<file path="src/core/psrc_pkg.sv">
/*
 * constants of the pll setup and reset cause block: register offsets,
 * field positions, reset values and timing counts.
 * assumes a plain register port with 8-bit data and a 10 MHz bus clock.
 */
package psrc_pkg;

    // ------------------------------------------------------------
    // register offsets
    // ------------------------------------------------------------
    localparam logic [4:0] OFS_CLOCK_CONTROL = 5'h00;
    localparam logic [4:0] OFS_SETTLE_STATUS = 5'h01;
    localparam logic [4:0] OFS_RESET_CAUSE = 5'h03;
    localparam logic [4:0] OFS_SYNTH_MULT = 5'h04;
    localparam logic [4:0] OFS_REF_DIVIDER = 5'h05;
    localparam logic [4:0] OFS_POST_DIVIDER = 5'h06;

    // ------------------------------------------------------------
    // reset cause flag positions
    // ------------------------------------------------------------
    localparam int POS_POWER_ON = 6;
    localparam int POS_LOW_VOLTAGE = 5;
    localparam int POS_WATCHDOG = 3;
    localparam int POS_OSC_MONITOR = 1;
    localparam int POS_PLL_MONITOR = 0;
    localparam logic [7:0] MASK_RESET_CAUSE = 8'h6B;

    // ------------------------------------------------------------
    // own control and status positions
    // ------------------------------------------------------------
    localparam int POS_WRITE_PROTECT = 0;
    localparam int POS_PLL_CLOCK_SELECT = 1;
    localparam int POS_EXT_OSC_ENABLE = 2;
    localparam int POS_SETTLE_CHANGE = 4;
    localparam int POS_PLL_SETTLED = 3;
    localparam int POS_OSC_QUALIFIED = 0;

    // ------------------------------------------------------------
    // field layouts
    // ------------------------------------------------------------
    localparam int VCO_RANGE_LSB = 6;
    localparam int REF_RANGE_LSB = 6;
    localparam logic [7:0] MASK_SYNTH_MULT = 8'hFF;
    localparam logic [7:0] MASK_REF_DIVIDER = 8'hCF;
    localparam logic [7:0] MASK_POST_DIVIDER = 8'h1F;
    localparam logic [1:0] REF_RANGE_1_TO_2MHZ = 2'h0;

    // ------------------------------------------------------------
    // reset values
    // ------------------------------------------------------------
    localparam logic [7:0] RST_RESET_CAUSE = 8'h60;
    localparam logic [7:0] RST_SYNTH_MULT = 8'h00;
    localparam logic [7:0] RST_REF_DIVIDER = 8'h00;
    localparam logic [7:0] RST_POST_DIVIDER = 8'h00;
    localparam logic [2:0] RST_CLOCK_CONTROL = 3'h0;

    // ------------------------------------------------------------
    // frequency relations and timing
    // ------------------------------------------------------------
    localparam logic [5:0] UNLOCKED_DIVIDE = 6'h04;
    localparam int RAMP_MAX_CYCLES = 32;
    localparam int CLOCK_PERIOD_NS = 100;
    localparam int SETTLE_TIME_NS = 1000;
    localparam int SETTLE_CYCLES = (SETTLE_TIME_NS + CLOCK_PERIOD_NS - 1) / CLOCK_PERIOD_NS;

endpackage

</file>
<file path="src/core/psrc_top.sv">
/*
 * pll setup and reset cause registers: reset cause flags kept across
 * system resets, pll multiplier, reference divider and post divider
 * settings, and the frequency ratios derived from them.
 * assumes reset cause and analog status inputs come from other clock
 * domains, and a plain register port driven on mclk_in.
 */
// Chosen here: the address-and-strobe port.
// Summary of operation
// - power-on reset sets power_on_reset_flag
// - low voltage or power-on sets its flag
// - watchdog reset sets flag; power-on clears
// - oscillator monitor reset sets flag; power-on clears
// - pll monitor reset sets flag; power-on clears
// - flags clear only by writing one or by power-on reset
// - multiplier writable only unprotected with pll selected
// - multiplier write clears settled and qualified status
// - reference divider gated likewise; write clears status
// - vco ratio is two times (factor+1)
// - vco range code stored for pll gain
// - reference divided by divide+1 or internal
// - reference range code sets pll filter
// - internal reference forces filter to lowest range
// - post divider writable whenever pll selected
// - pll ratio divide+1 locked, else four
// - bus ratio is twice the pll ratio
// - post divider ramps within 32 cycles
// - every settled status change sets change flag
`timescale 1ns/10ps
`default_nettype none

module psrc_top #(
    parameter int SETTLE_COUNT = psrc_pkg::SETTLE_CYCLES
) (
    // clock and resets
    input wire logic mclk_in,
    input wire logic rstn_in,
    input wire logic por_rstn_in,
    // reset causes, levels from the reset controller
    input wire logic low_voltage_in,
    input wire logic watchdog_in,
    input wire logic osc_monitor_in,
    input wire logic pll_monitor_in,
    // analog status
    input wire logic pll_lock_in,
    input wire logic osc_good_in,
    // register port
    input wire logic [4:0] addr_in,
    input wire logic [7:0] wdata_in,
    input wire logic wr_in,
    input wire logic rd_in,
    output logic [7:0] rdata_out,
    // pll settings
    output logic [7:0] vco_mult_out,
    output logic [1:0] vco_range_out,
    output logic [4:0] ref_div_out,
    output logic ref_from_osc_out,
    output logic [1:0] filter_range_out,
    output logic [5:0] pll_div_out,
    output logic [6:0] bus_div_out,
    output logic pll_settled_out
);

    // ------------------------------------------------------------
    // functions
    // ------------------------------------------------------------
    function automatic logic wr_hit(input logic [4:0] a, input logic [4:0] ofs, input logic w);
        wr_hit = w && (a == ofs);
    endfunction

    function automatic logic [5:0] plus_one(input logic [4:0] v);
        plus_one = {1'b0, v} + 6'h01;
    endfunction

    // ------------------------------------------------------------
    // synchronisers
    // ------------------------------------------------------------
    logic [3:0] cause_sync;
    logic [1:0] stat_sync;
    logic lvr_s, wdog_s, omon_s, pmon_s, lock_s, oscg_s;

    psrc_sync #(.WIDTH(4)) u_cause_sync (
        .mclk_in(mclk_in),
        .rstn_in(por_rstn_in),
        .async_in({low_voltage_in, watchdog_in, osc_monitor_in, pll_monitor_in}),
        .sync_out(cause_sync)
    );

    psrc_sync #(.WIDTH(2)) u_stat_sync (
        .mclk_in(mclk_in),
        .rstn_in(rstn_in),
        .async_in({pll_lock_in, osc_good_in}),
        .sync_out(stat_sync)
    );

    assign {lvr_s, wdog_s, omon_s, pmon_s} = cause_sync;
    assign {lock_s, oscg_s} = stat_sync;

    // ------------------------------------------------------------
    // write decode
    // ------------------------------------------------------------
    logic [2:0] control_reg;
    logic write_protect, pll_clock_select, ext_osc_enable;
    logic synr_wr, ref_div_wr, post_wr, cause_wr, stat_wr, ctrl_wr;

    assign write_protect = control_reg[psrc_pkg::POS_WRITE_PROTECT];
    assign pll_clock_select = control_reg[psrc_pkg::POS_PLL_CLOCK_SELECT];
    assign ext_osc_enable = control_reg[psrc_pkg::POS_EXT_OSC_ENABLE];
    assign synr_wr = wr_hit(addr_in, psrc_pkg::OFS_SYNTH_MULT, wr_in)
        && !write_protect && pll_clock_select;
    assign ref_div_wr = wr_hit(addr_in, psrc_pkg::OFS_REF_DIVIDER, wr_in)
        && !write_protect && pll_clock_select;
    assign post_wr = wr_hit(addr_in, psrc_pkg::OFS_POST_DIVIDER, wr_in) && pll_clock_select;
    assign cause_wr = wr_hit(addr_in, psrc_pkg::OFS_RESET_CAUSE, wr_in);
    assign stat_wr = wr_hit(addr_in, psrc_pkg::OFS_SETTLE_STATUS, wr_in);
    assign ctrl_wr = wr_hit(addr_in, psrc_pkg::OFS_CLOCK_CONTROL, wr_in);

    // ------------------------------------------------------------
    // registers
    // ------------------------------------------------------------
    logic [7:0] cause_reg, synth_reg, ref_div_reg, post_reg;
    logic [7:0] cause_set, cause_clr;

    assign cause_set = {1'b0, 1'b0, lvr_s, 1'b0, wdog_s, 1'b0, omon_s, pmon_s};
    assign cause_clr = cause_wr ? (wdata_in & psrc_pkg::MASK_RESET_CAUSE) : 8'h00;

    // flags live on the power-on reset only, so system resets leave them
    always_ff @(posedge mclk_in or negedge por_rstn_in) begin
        if (!por_rstn_in) begin
            cause_reg <= psrc_pkg::RST_RESET_CAUSE;
        end else begin
            cause_reg <= (cause_reg & ~cause_clr) | cause_set;
        end
    end

    always_ff @(posedge mclk_in or negedge rstn_in) begin
        if (!rstn_in) begin
            control_reg <= psrc_pkg::RST_CLOCK_CONTROL;
        end else if (ctrl_wr) begin
            control_reg <= wdata_in[2:0];
        end
    end

    always_ff @(posedge mclk_in or negedge rstn_in) begin
        if (!rstn_in) begin
            synth_reg <= psrc_pkg::RST_SYNTH_MULT;
        end else if (synr_wr) begin
            synth_reg <= wdata_in & psrc_pkg::MASK_SYNTH_MULT;
        end
    end

    always_ff @(posedge mclk_in or negedge rstn_in) begin
        if (!rstn_in) begin
            ref_div_reg <= psrc_pkg::RST_REF_DIVIDER;
        end else if (ref_div_wr) begin
            ref_div_reg <= wdata_in & psrc_pkg::MASK_REF_DIVIDER;
        end
    end

    always_ff @(posedge mclk_in or negedge rstn_in) begin
        if (!rstn_in) begin
            post_reg <= psrc_pkg::RST_POST_DIVIDER;
        end else if (post_wr) begin
            post_reg <= wdata_in & psrc_pkg::MASK_POST_DIVIDER;
        end
    end

    // ------------------------------------------------------------
    // settled and qualified status
    // ------------------------------------------------------------
    logic settled_reg, qualified_reg, change_reg;
    logic [7:0] settle_cnt_reg;
    logic status_clear;

    assign status_clear = synr_wr || ref_div_wr;

    // after a clear, a status returns with its input high once lock or oscillator good held for the settle count
    always_ff @(posedge mclk_in or negedge rstn_in) begin
        if (!rstn_in) begin
            settle_cnt_reg <= 8'h00;
        end else if (status_clear || (!lock_s && !oscg_s)) begin
            settle_cnt_reg <= 8'h00;
        end else if (settle_cnt_reg < 8'(SETTLE_COUNT)) begin
            settle_cnt_reg <= settle_cnt_reg + 8'h01;
        end
    end

    always_ff @(posedge mclk_in or negedge rstn_in) begin
        if (!rstn_in) begin
            settled_reg <= 1'b0;
            qualified_reg <= 1'b0;
        end else if (status_clear) begin
            settled_reg <= 1'b0;
            qualified_reg <= 1'b0;
        end else begin
            settled_reg <= lock_s && (settle_cnt_reg >= 8'(SETTLE_COUNT));
            qualified_reg <= oscg_s && (settle_cnt_reg >= 8'(SETTLE_COUNT));
        end
    end

    logic settled_next;
    assign settled_next = status_clear ? 1'b0 : (lock_s && (settle_cnt_reg >= 8'(SETTLE_COUNT)));

    // set wins over a software clear in the same cycle
    always_ff @(posedge mclk_in or negedge rstn_in) begin
        if (!rstn_in) begin
            change_reg <= 1'b0;
        end else if (settled_next != settled_reg) begin
            change_reg <= 1'b1;
        end else if (stat_wr && wdata_in[psrc_pkg::POS_SETTLE_CHANGE]) begin
            change_reg <= 1'b0;
        end
    end

    // ------------------------------------------------------------
    // frequency relations
    // ------------------------------------------------------------
    logic [5:0] div_target;
    logic [5:0] div_applied;

    assign div_target = settled_reg ? plus_one(post_reg[4:0]) : psrc_pkg::UNLOCKED_DIVIDE;

    psrc_ramp #(.WIDTH(6)) u_ramp (
        .mclk_in(mclk_in),
        .rstn_in(rstn_in),
        .target_in(div_target),
        .ratio_out(div_applied)
    );

    always_ff @(posedge mclk_in or negedge rstn_in) begin
        if (!rstn_in) begin
            vco_mult_out <= 8'h02;
            vco_range_out <= 2'h0;
            ref_div_out <= 5'h01;
            ref_from_osc_out <= 1'b0;
            filter_range_out <= psrc_pkg::REF_RANGE_1_TO_2MHZ;
            pll_div_out <= psrc_pkg::UNLOCKED_DIVIDE;
            bus_div_out <= 7'h08;
            pll_settled_out <= 1'b0;
        end else begin
            vco_mult_out <= {7'({1'b0, synth_reg[5:0]} + 7'h01), 1'b0};
            vco_range_out <= synth_reg[psrc_pkg::VCO_RANGE_LSB +: 2];
            ref_div_out <= ext_osc_enable ? 5'(plus_one({1'b0, ref_div_reg[3:0]})) : 5'h01;
            ref_from_osc_out <= ext_osc_enable;
            filter_range_out <= ext_osc_enable ? ref_div_reg[psrc_pkg::REF_RANGE_LSB +: 2]
                : psrc_pkg::REF_RANGE_1_TO_2MHZ;
            pll_div_out <= div_applied;
            bus_div_out <= {div_applied, 1'b0};
            pll_settled_out <= settled_reg;
        end
    end

    // ------------------------------------------------------------
    // read port
    // ------------------------------------------------------------
    logic [7:0] rd_mux;

    always_comb begin
        rd_mux = 8'h00;
        unique case (addr_in)
            psrc_pkg::OFS_CLOCK_CONTROL: rd_mux = {5'h00, control_reg};
            psrc_pkg::OFS_SETTLE_STATUS: rd_mux = {3'h0, change_reg, settled_reg, 2'h0, qualified_reg};
            psrc_pkg::OFS_RESET_CAUSE: rd_mux = cause_reg & psrc_pkg::MASK_RESET_CAUSE;
            psrc_pkg::OFS_SYNTH_MULT: rd_mux = synth_reg;
            psrc_pkg::OFS_REF_DIVIDER: rd_mux = ref_div_reg & psrc_pkg::MASK_REF_DIVIDER;
            psrc_pkg::OFS_POST_DIVIDER: rd_mux = post_reg & psrc_pkg::MASK_POST_DIVIDER;
            default: rd_mux = 8'h00;
        endcase
    end

    always_ff @(posedge mclk_in or negedge rstn_in) begin
        if (!rstn_in) begin
            rdata_out <= 8'h00;
        end else begin
            rdata_out <= rd_in ? rd_mux : 8'h00;
        end
    end
endmodule

`default_nettype wire

</file>
<file path="src/core/psrc_sync.sv">
/*
 * two flip-flop synchroniser for a group of independent levels.
 * assumes each bit may change at any time relative to mclk_in.
 */
`timescale 1ns/10ps
`default_nettype none

module psrc_sync #(
    parameter int WIDTH = 1
) (
    // clock and reset
    input wire logic mclk_in,
    input wire logic rstn_in,
    // levels
    input wire logic [WIDTH-1:0] async_in,
    output logic [WIDTH-1:0] sync_out
);

    logic [WIDTH-1:0] stage_reg;

    always_ff @(posedge mclk_in or negedge rstn_in) begin
        if (!rstn_in) begin
            stage_reg <= '0;
            sync_out <= '0;
        end else begin
            stage_reg <= async_in;
            sync_out <= stage_reg;
        end
    end

endmodule

`default_nettype wire

</file>
<file path="src/core/psrc_ramp.sv">
/*
 * post divider ramp: moves the applied divide ratio by one step per
 * clock toward the target ratio, so the output frequency never jumps.
 * assumes the target lies between 1 and 32.
 */
`timescale 1ns/10ps
`default_nettype none

module psrc_ramp #(
    parameter int WIDTH = 6
) (
    // clock and reset
    input wire logic mclk_in,
    input wire logic rstn_in,
    // ratio
    input wire logic [WIDTH-1:0] target_in,
    output logic [WIDTH-1:0] ratio_out
);

    always_ff @(posedge mclk_in or negedge rstn_in) begin
        if (!rstn_in) begin
            ratio_out <= WIDTH'(psrc_pkg::UNLOCKED_DIVIDE);
        end else if (ratio_out < target_in) begin
            ratio_out <= ratio_out + WIDTH'(1);
        end else if (ratio_out > target_in) begin
            ratio_out <= ratio_out - WIDTH'(1);
        end
    end

endmodule

`default_nettype wire

</file>
<file path="config.mk">
export PLATFORM = sky130hd
export DESIGN_NAME = psrc_top
export DESIGN_NICKNAME = d
export VERILOG_FILES = /design/src/core/psrc_pkg.sv /design/src/core/psrc_top.sv /design/src/core/psrc_sync.sv /design/src/core/psrc_ramp.sv
export SDC_FILE = /design/constraint.sdc
export NUM_CORES = 1
export LEC_CHECK = 0
export BUFFER_PORTS_ARGS = -buffer_cell sky130_fd_sc_hd__buf_4
export CORE_ASPECT_RATIO = 2
export CORE_MARGIN = 4
export CORE_UTILIZATION = 58
export CTS_BUF_LIST = sky130_fd_sc_hd__clkbuf_4 sky130_fd_sc_hd__clkbuf_8
export CTS_CLUSTER_DIAMETER = 80
export DETAILED_ROUTE_END_ITERATION = 10
export GPL_TIMING_DRIVEN = 0
export PLACE_DENSITY = 0.89
export SLEW_MARGIN = 30
export SYNTH_ARGS = -nofsm -noshare
export SYNTH_HDL_FRONTEND = slang
export SYNTH_HIERARCHICAL = 1
export SYNTH_SLANG_ARGS = --single-unit
</file>
<file path="constraint.sdc">
create_clock -name mclk_in -period 3.9 [get_ports mclk_in]
set_input_delay 0.78 -clock mclk_in [delete_from_list [all_inputs] [get_ports mclk_in]]
set_output_delay 0.78 -clock mclk_in [all_outputs]
set_load 0.03 [all_outputs]
</file>
==> results.yml, run 1 <==
clock_tree:
  clk_pin_slew_worst_paths_ps: 80
  ctsResizeCount: 0
  cts_post_setup_buffers_inserted: 0
  clock_path_buffers: 2
  insertion_delay_ps: 350
  tritoncts: "built"
  cts_max_level: 3
  cts_hold_buf: 0
  root_buffer: "clkbuf_8"
  numCtsBuffers: 9
  cts.sinks: 88
route:
  drc: 0
  via_count: 2608
  drtAntennaViolNets: 0
  avgRoutedWirePerCell_um: 16.51
  initialDrtViolationCount: 109
  via_per_inst: 5.597
  first_pass_iters: 7
  routed_wl_mm: 7.692
sta:
  slew_viol_final: 0
  worst_hold_slack_ps: 257.7
  finalSetupViolCount: 0
  slew_headroom_pct: 53.56
  finalHoldViolCount: 0
  fin_setup_tns_ps: 0
  fin_crit_ps: 3488
  fmax_mhz: 286.7
  fin_crit_sh_pct: 89.45
  layout_setup_ws_ps: 411.6
  rsz0062_at_grt: "no"
  worst-slew-pin-transition_ps: 691.3
  clock_skew_ps: 9.074
setup_path:
  arrival_ps: 3760
  crit_end: "u_ramp/ratio_out[5]"
  cp-startpoint: "post_reg[0]"
  critPathKind: "flop to flop"
  critPathLaunchType: "flop"
  reg2reg_slack_ps: 410
  reg2reg_to: "u_ramp/ratio_out[5]"
  ff2ff_path_depth: 14
  required_ps: 4170
  regToRegStartpoint: "post_reg[0]"
  critPathCaptureType: "flop"
  cp_max_fo: 6
synth:
  synth_cell_type_count: 53
  synth_top_area_share_pct: 53.19
  yosys.area.top_type: "dfrtp_1"
  ys.flop_type: "dfrtp_1"
  ys_seq_elements: 88
  synth_edf_count: 0
  netlist_area_um2: 3857
  ys_top_cells_by_area: "dfrtp_1 (53%), mux2_2 (5.0%), ha_1 (4.9%)"
  avgSynthCellArea_um2: 12.73
  ys_warn_count: 6
  synthCells: 303
  ys_seq_area_share_pct: 57.28
  synthArstFlopShare_pct: 100.0
final_layout:
  syn_to_final_growth_pct: 20.01
  stdcell_count: 466
  nets: 415
  fin_area_um2: 4629
  fillers: 436
  layout-drive-gt1-share_pct: 35.26
  antenna_cells: 0
  final_util_pct: 72.20
die:
  core_um2: 6412
  die_area_um2: 8098
  rows: 41
  ios: 64
  fp.dieH_um: 123.3
  start_util_pct: 60.16
  die_w_um: 65.67
power_and_ir_drop:
  p_per_area_nw_per_um2: 642.2
  vdd_ir_drop_max_uv: 336.7
  fin_total_pwr_mw: 2.973
  p_leak_nw: 2.258
placed_design:
  dp_hpwl_mm: 5.924
  placed_cell_area_um2: 4419
  dp_cells: 450
  dp_slack_ps: 503.7
  gp_congestion: 0.8640
  portBuffers: 60
grt:
  grt.overflow.total: 0
  first_global_vias: 2620
  grt_usage_pct: 20.74
  grt_pass1_wl_mm: 12.45
  grt_start_max_net_pins: 76
  antenna_found_initial: 0
run_status:
  status: "completed"
hold_path:
  hold_class: "input pin to asynchronous set/reset pin"
job:
  maxCapViolCount: 0
cell type report:
cell class              count  area, um2  share of cell area [%]
well taps                  86      107.6                   2.324
flip-flops and latches     88       2210                   47.73
multi-input cells         189       1509                   32.59
plain buffers              14      101.3                   2.189
clock inverters             1      30.03                  0.6486
clock buffers              15      168.9                   3.649
repair buffers             60      454.2                   9.811
inverters                  13      48.80                   1.054
cells in the final DEF (no fill, tap or decap), drive strengths merged, types with 6 or more instances in the layout:
| master | Yosys | routed |
|---|---|---|
| a21oi | 10 | 10 |
| and2 | 13 | 13 |
| buf | 12 | 72 |
| clkbuf | 2 | 17 |
| dfrtp | 82 | 82 |
| dfstp | 6 | 6 |
| ha | 15 | 15 |
| inv | 13 | 13 |
| mux2 | 26 | 26 |
| nand2 | 16 | 16 |
| nand3 | 11 | 11 |
| nor2 | 17 | 17 |
| xnor2 | 11 | 11 |
cell usage after synthesis (2+ instances only):
cell      number
o221a_2        2
or2_2          2
inv_1         13
nor3_1         3
and3_2         2
nand3_1       11
dfstp_2        6
buf_4          9
a21o_1         4
mux2_2        17
nor2b_1        4
mux2i_1        5
a32oi_1        4
o21ai_0        4
xnor2_1       11
a21oi_2        3
nor4_1         2
and3_1         3
dfrtp_1       82
and2_1        13
a22oi_1        2
a41oi_1        2
buf_6          2
ha_1          15
xor2_1         5
nand4_1        2
a221oi_1       3
nand2_1       16
mux2_4         9
clkbuf_1       2
a21oi_1        7
nor2_1        17
worst min path at each step:
stage                                    startpoint                  endpoint  slack, ps  cells after the start
after floorplan           u_cause_sync/stage_reg[0]  u_cause_sync/sync_out[0]        330                      0
after global placement    u_cause_sync/stage_reg[1]  u_cause_sync/sync_out[1]        330                      0
after detailed placement   u_stat_sync/stage_reg[0]   u_stat_sync/sync_out[0]        340                      0
after CTS                               por_rstn_in  u_cause_sync/sync_out[1]        240                      1
after global routing                    por_rstn_in              cause_reg[1]        250                      1
final                                   por_rstn_in              cause_reg[0]        260                      1
critical path, cell delays in order, from the launching register on:
cell and delay [ps]:
dfrtp_1 460, ha_1 230, nand3_1 100, xnor2_1 140
and2_1 130, inv_1 40, ha_1 280, nand4_1 120
o21bai_1 510, ha_1 400, nand3_1 130, o211ai_1 140
or3_1 320, mux2i_1 220, xor2_1 180
where the power goes:
part / internal (mW) / total (mW) / switching (mW)
sequential: 1.07 / 1.19 / 0.124
combinational: 0.544 / 1.16 / 0.621
clock: 0.340 / 0.618 / 0.278
layer usage:
layer / routed length, um / vias up / GRT usage, %
li1: - / 1194 / -
met1: 2666 / 1286 / 22.02
met2: 4266 / 107 / 36.71
met3: 440 / 21 / 4.545
met4: 319 / 0 / 12.08
met5: 0 / - / 0
logic make-up after synthesis:
logic type | synth area share [%]
DFF | 57.28
and+or+nand+nor | 11.64
AOI/OAI and AO/OA | 8.304
muxes | 9.763
buffers and inverters | 3.892
adders and majority gates | 5.384
xor gates and xnor gates | 3.633
other | 0.09721
No activity file was read; power rests on OpenSTA's default activity.
==> run 2: changes to the inputs <==
--- a/config.mk
+++ b/config.mk
@@ -13,6 +13,7 @@
 export CTS_CLUSTER_DIAMETER = 80
 export DETAILED_ROUTE_END_ITERATION = 10
 export GPL_TIMING_DRIVEN = 0
+export MAX_ROUTING_LAYER = met4
 export PLACE_DENSITY = 0.89
 export SLEW_MARGIN = 30
 export SYNTH_ARGS = -nofsm -noshare
==> results.yml, run 2 (same netlist as run 1, synthesis figures left out) <==
final_layout:
  final_cell_mix: "dfrtp_1 (82), buf_4 (68), nor2_1 (17), mux2_2 (17), nand2_1 (16)"
  antenna_cells: 0
  layout-drive-gt1-share_pct: 35.26
  nets: 415
  final_common_cell: "dfrtp_1"
  fillers: 436
  syn_to_final_growth_pct: 20.01
  stdcell_count: 466
route:
  routed_wl_mm: 7.684
  via_per_inst: 5.569
  avgRoutedWirePerCell_um: 16.49
  via_count: 2595
  drc: 0
  drtAntennaViolNets: 0
  initialDrtViolationCount: 137
  first_pass_iters: 4
placed_design:
  dp_hpwl_mm: 5.924
  dp_cells: 450
  gp_congestion: 0.8780
  portBuffers: 60
setup_path:
  crit_family: "adder cells"
  crit_slowest_cell: "o21bai_1"
  crit_buf_inv: 1
  regToRegStartpoint: "post_reg[0]"
  critPathKind: "flop to flop"
  crit_path_frequent_cell: "ha_1"
  arrival_ps: 3760
  cp_max_fo: 6
  max_stage_delay_ps: 510
  required_ps: 4170
  reg2reg_slack_ps: 410
  critPathCaptureType: "flop"
  reg2reg_to: "u_ramp/ratio_out[5]"
  worstPathCellList: "ha_1, nand3_1, xnor2_1, and2_1, inv_1, ha_1, nand4_1, o21bai_1, ha_1, nand3_1, o211ai_1, or3_1, mux2i_1, xor2_1"
  ff2ff_path_depth: 14
  critPathLaunchType: "flop"
clock_tree:
  insertion_delay_ps: 350
  cts_max_level: 3
  clk_pin_slew_worst_paths_ps: 80
  root_buffer: "clkbuf_8"
  cts.sinks: 88
  ctsResizeCount: 0
  tritoncts: "built"
  cts_post_setup_buffers_inserted: 0
  cts_hold_buf: 0
  numCtsBuffers: 9
  clock_path_buffers: 2
grt:
  antenna_found_initial: 0
  grt_start_max_net_pins: 76
  grt_usage_pct: 21.33
  grt.overflow.total: 0
  first_global_vias: 2624
  grt_pass1_wl_mm: 12.45
hold_path:
  hold_class: "input pin to asynchronous set/reset pin"
power_and_ir_drop:
  p_leak_nw: 2.258
  pwr-share-clk_pct: 20.9
  swShare_pct: 34.44
  fin_total_pwr_mw: 2.974
  pwr-share-comb_pct: 39.1
  p_per_area_nw_per_um2: 642.5
  vdd_ir_drop_max_uv: 337.2
  power.internal_mw: 1.950
  p_sw_mw: 1.024
  p_seq_share_pct: 40.0
sta:
  clock_skew_ps: 9.036
  fmax_mhz: 286.4
  rsz0062_at_grt: "no"
  fin_setup_tns_ps: 0
  fin_crit_sh_pct: 89.53
  worst-slew-pin-transition_ps: 690.8
  slew_headroom_pct: 53.60
  finalSetupViolCount: 0
  fin_crit_ps: 3492
  finalHoldViolCount: 0
  slew_viol_final: 0
job:
  maxCapViolCount: 0
die:
  ios: 64
  start_util_pct: 60.16
  die_w_um: 65.67
  die_area_um2: 8098
  core_um2: 6412
  fp.dieH_um: 123.3
  rows: 41
run_status:
  status: "completed"
[run 2: cell counts in the layout (fill, tap and decap cells not counted)]
Identical to the previous run, type by type.
[run 2: worst max-delay path by stage]
stage,start,endpoint,cells after the start
global route,post_reg[0],u_ramp/ratio_out[5],14
floorplan,post_reg[0],u_ramp/ratio_out[5],15
global placement,post_reg[0],u_ramp/ratio_out[5],14
CTS,post_reg[0],u_ramp/ratio_out[5],14
detailed placement,post_reg[0],u_ramp/ratio_out[5],14
finish,post_reg[0],u_ramp/ratio_out[5],14
[run 2: area by class of cell]
type / instances / area (um2) / share of cell area [%]
Sequential cell: 88 / 2210 / 47.73
Multi-Input combinational cell: 189 / 1509 / 32.59
Clock buffer: 15 / 168.9 / 3.649
Tap cell: 86 / 107.6 / 2.324
Inverter: 13 / 48.80 / 1.054
Timing Repair Buffer: 60 / 454.2 / 9.811
Buffer: 14 / 101.3 / 2.189
Clock inverter: 1 / 30.03 / 0.6486
[run 2: worst register-to-register path: cells and delay by family (launching register included)]
| family | cells | cell delay, ps |
|---|---|---|
| AOI/OAI and AO/OA | 2 | 650 |
| xor gates and xnor gates | 2 | 300 |
| DFF | 1 | 460 |
| adders and majority gates | 3 | 940 |
| muxes | 1 | 220 |
| buffers and inverters | 1 | 40 |
| and+or+nand+nor | 5 | 800 |
[run 2: routing by layer]
layer | wire, um | track usage [%] | vias to the layer above
met5 | 0 | - | -
li1 | - | - | 1199
met4 | 394 | 12.08 | 0
met1 | 2762 | 22.21 | 1287
met2 | 4165 | 36.71 | 85
met3 | 361 | 4.273 | 24
[run 2: power groups by stage]
stage | clock network, mW | registers [mW] | logic (mW)
2_1_floorplan | 0 | 1.27 | 0.755
3_3_place_gp | 0 | 1.20 | 1.07
3_5_place_dp | 0 | 1.21 | 1.16
4_1_cts | 0.636 | 1.19 | 1.16
5_1_grt | 0.678 | 1.21 | 1.25
6_report | 0.620 | 1.19 | 1.16
[run 2: through the flow]
step,worst slack [ps],cell area (um2),hold WS (ps),utilization (%)
after global routing,230.0,4629,247.2,72.20
after floorplan,936.2,3861,331.2,-
final,408.5,4629,256.8,72.20
after detailed placement,503.7,4419,335.5,68.92
after global placement,634.2,4419,334.4,68.92
after CTS,471.8,4618,244.9,72.02
==> run 3: changes to the inputs <==
--- a/config.mk
+++ b/config.mk
@@ -14,7 +14,8 @@
 export DETAILED_ROUTE_END_ITERATION = 10
 export GPL_TIMING_DRIVEN = 0
 export MAX_ROUTING_LAYER = met4
-export PLACE_DENSITY = 0.89
+export PLACE_DENSITY_LB_ADDON = 0.05
+export RECOVER_POWER = 50
 export SLEW_MARGIN = 30
 export SYNTH_ARGS = -nofsm -noshare
 export SYNTH_HDL_FRONTEND = slang
==> results.yml, run 3 (same netlist as run 1, synthesis figures left out) <==
final_layout:
  syn_to_final_growth_pct: 20.01
  nets: 415
  final_common_cell: "dfrtp_1"
  final_cell_mix: "dfrtp_1 (82), buf_4 (61), nor2_1 (17), mux2_2 (17), nand2_1 (16)"
  stdcell_count: 465
  layout-drive-gt1-share_pct: 34.56
  antenna_cells: 0
grt:
  antenna_found_initial: 0
  grt.overflow.total: 0
  first_global_vias: 2699
  grt_start_max_net_pins: 76
  grt_pass1_wl_mm: 12.88
  grt_usage_pct: 22.44
route:
  via_per_inst: 5.426
  routed-wl-met2_mm: 4.450
  drtAntennaViolNets: 0
  first_pass_iters: 4
  via_count: 2523
  avgRoutedWirePerCell_um: 16.87
  drt-met1-wl_mm: 2.775
  initialDrtViolationCount: 84
  routed_wl_mm: 7.843
  drc: 0
  top_layer_used: "met4"
  wl_met3_um: 301
die:
  die_area_um2: 8098
  start_util_pct: 60.16
  core_um2: 6412
  fp.dieH_um: 123.3
  die_w_um: 65.67
  ios: 64
  rows: 41
clock_tree:
  cts.sinks: 88
  root_buffer: "clkbuf_8"
  cts_hold_buf: 0
  numCtsBuffers: 9
  clock_path_buffers: 2
  cts_max_level: 3
  ctsResizeCount: 0
  cts_post_setup_buffers_inserted: 0
  tritoncts: "built"
  insertion_delay_ps: 360
  clk_pin_slew_worst_paths_ps: 80
run_status:
  status: "finished, violations left"
  violations: "capacitance limit, slew limit"
setup_path:
  critPathKind: "flop to flop"
  critPathCaptureType: "flop"
  critPathLaunchType: "flop"
  cp_max_fo: 6
  ff2ff_path_depth: 14
  arrival_ps: 3680
  required_ps: 4180
hold_path:
  hold_class: "flop to flop"
  whs_path_depth: 0
sta:
  rsz0062_at_grt: "no"
  finalSetupViolCount: 0
  fin_crit_sh_pct: 87.08
  clock_skew_ps: 7.932
  fmax_mhz: 294.5
  worst_hold_slack_ps: 351.3
  slew_viol_final: 76
  finalHoldViolCount: 0
  worst-slew-pin-transition_ps: 1796
  fin_setup_tns_ps: 0
  slew_headroom_pct: -19.76
  fin_crit_ps: 3396
power_and_ir_drop:
  p_seq_share_pct: 39.6
  p_leak_nw: 2.253
  power.internal_mw: 1.976
  swShare_pct: 34.23
  pwr-share-clk_pct: 22.1
  p_per_area_nw_per_um2: 649.0
  p_sw_mw: 1.028
  pwr-share-comb_pct: 38.3
  vdd_ir_drop_max_uv: 429.5
  fin_total_pwr_mw: 3.004
placed_design:
  gp_congestion: 0.8807
  portBuffers: 60
  dp_hpwl_mm: 5.887
  dp_cells: 450
job:
  maxCapViolCount: 1
run 3: power groups by stage:
| stage | clock [mW] | sequential, mW | combinational, mW |
|---|---|---|---|
| floorplan | 0 | 1.27 | 0.755 |
| global placement | 0 | 1.21 | 1.11 |
| detailed placement | 0 | 1.21 | 1.15 |
| CTS | 0.683 | 1.19 | 1.16 |
| global route | 0.719 | 1.21 | 1.26 |
| finish | 0.665 | 1.19 | 1.15 |
run 3: path summary, 6_finish.rpt:
kind	startpoint	endpoint	slack, ps
setup / recovery	post_reg[0]	u_ramp/ratio_out[5]	500
hold / removal	u_cause_sync/stage_reg[0]	u_cause_sync/sync_out[0]	350
setup reg to reg	post_reg[0]	u_ramp/ratio_out[5]	500
hold reg to reg	u_cause_sync/stage_reg[0]	u_cause_sync/sync_out[0]	350
max in group asynchronous	rstn_in	synth_reg[5]	1940
min in group asynchronous	por_rstn_in	u_cause_sync/stage_reg[3]	430
run 3: stage by stage:
stage	setup slack, ps	util [%]	cell area, um2
after CTS	477.5	72.29	4636
after global routing	135.2	72.20	4629
final	504.0	72.20	4629
after detailed placement	498.4	69.03	4427
after global placement	544.8	68.92	4419
after floorplan	936.2	-	3861
run 3: worst max-delay path, cell delays in order, from the launching register on:
cell and delay [ps]:
dfrtp_1 460, ha_1 260, nand3_1 110, xnor2_1 110, and2_1 130, inv_1 40, ha_1 290, nand4_1 120
o21bai_1 490, ha_1 350, a21oi_2 150, o211ai_1 130, or3_1 320, mux2i_1 190, xor2_1 170
run 3: layout make-up:
cell class	count	area [um2]
Timing Repair Buffer	60	444.2
Multi-Input combinational cell	189	1509
Clock inverter	4	70.07
Clock buffer	11	138.9
Tap cell	86	107.6
Sequential cell	88	2210
Fill cell	469	1783
Inverter	13	48.80
Buffer	14	101.3
run 3: metal layers:
layer | up-vias | GRT usage, %
met5 | - | -
met4 | 0 | 13.77
met3 | 19 | 4.182
met2 | 62 | 38.97
met1 | 1253 | 22.72
li1 | 1189 | -
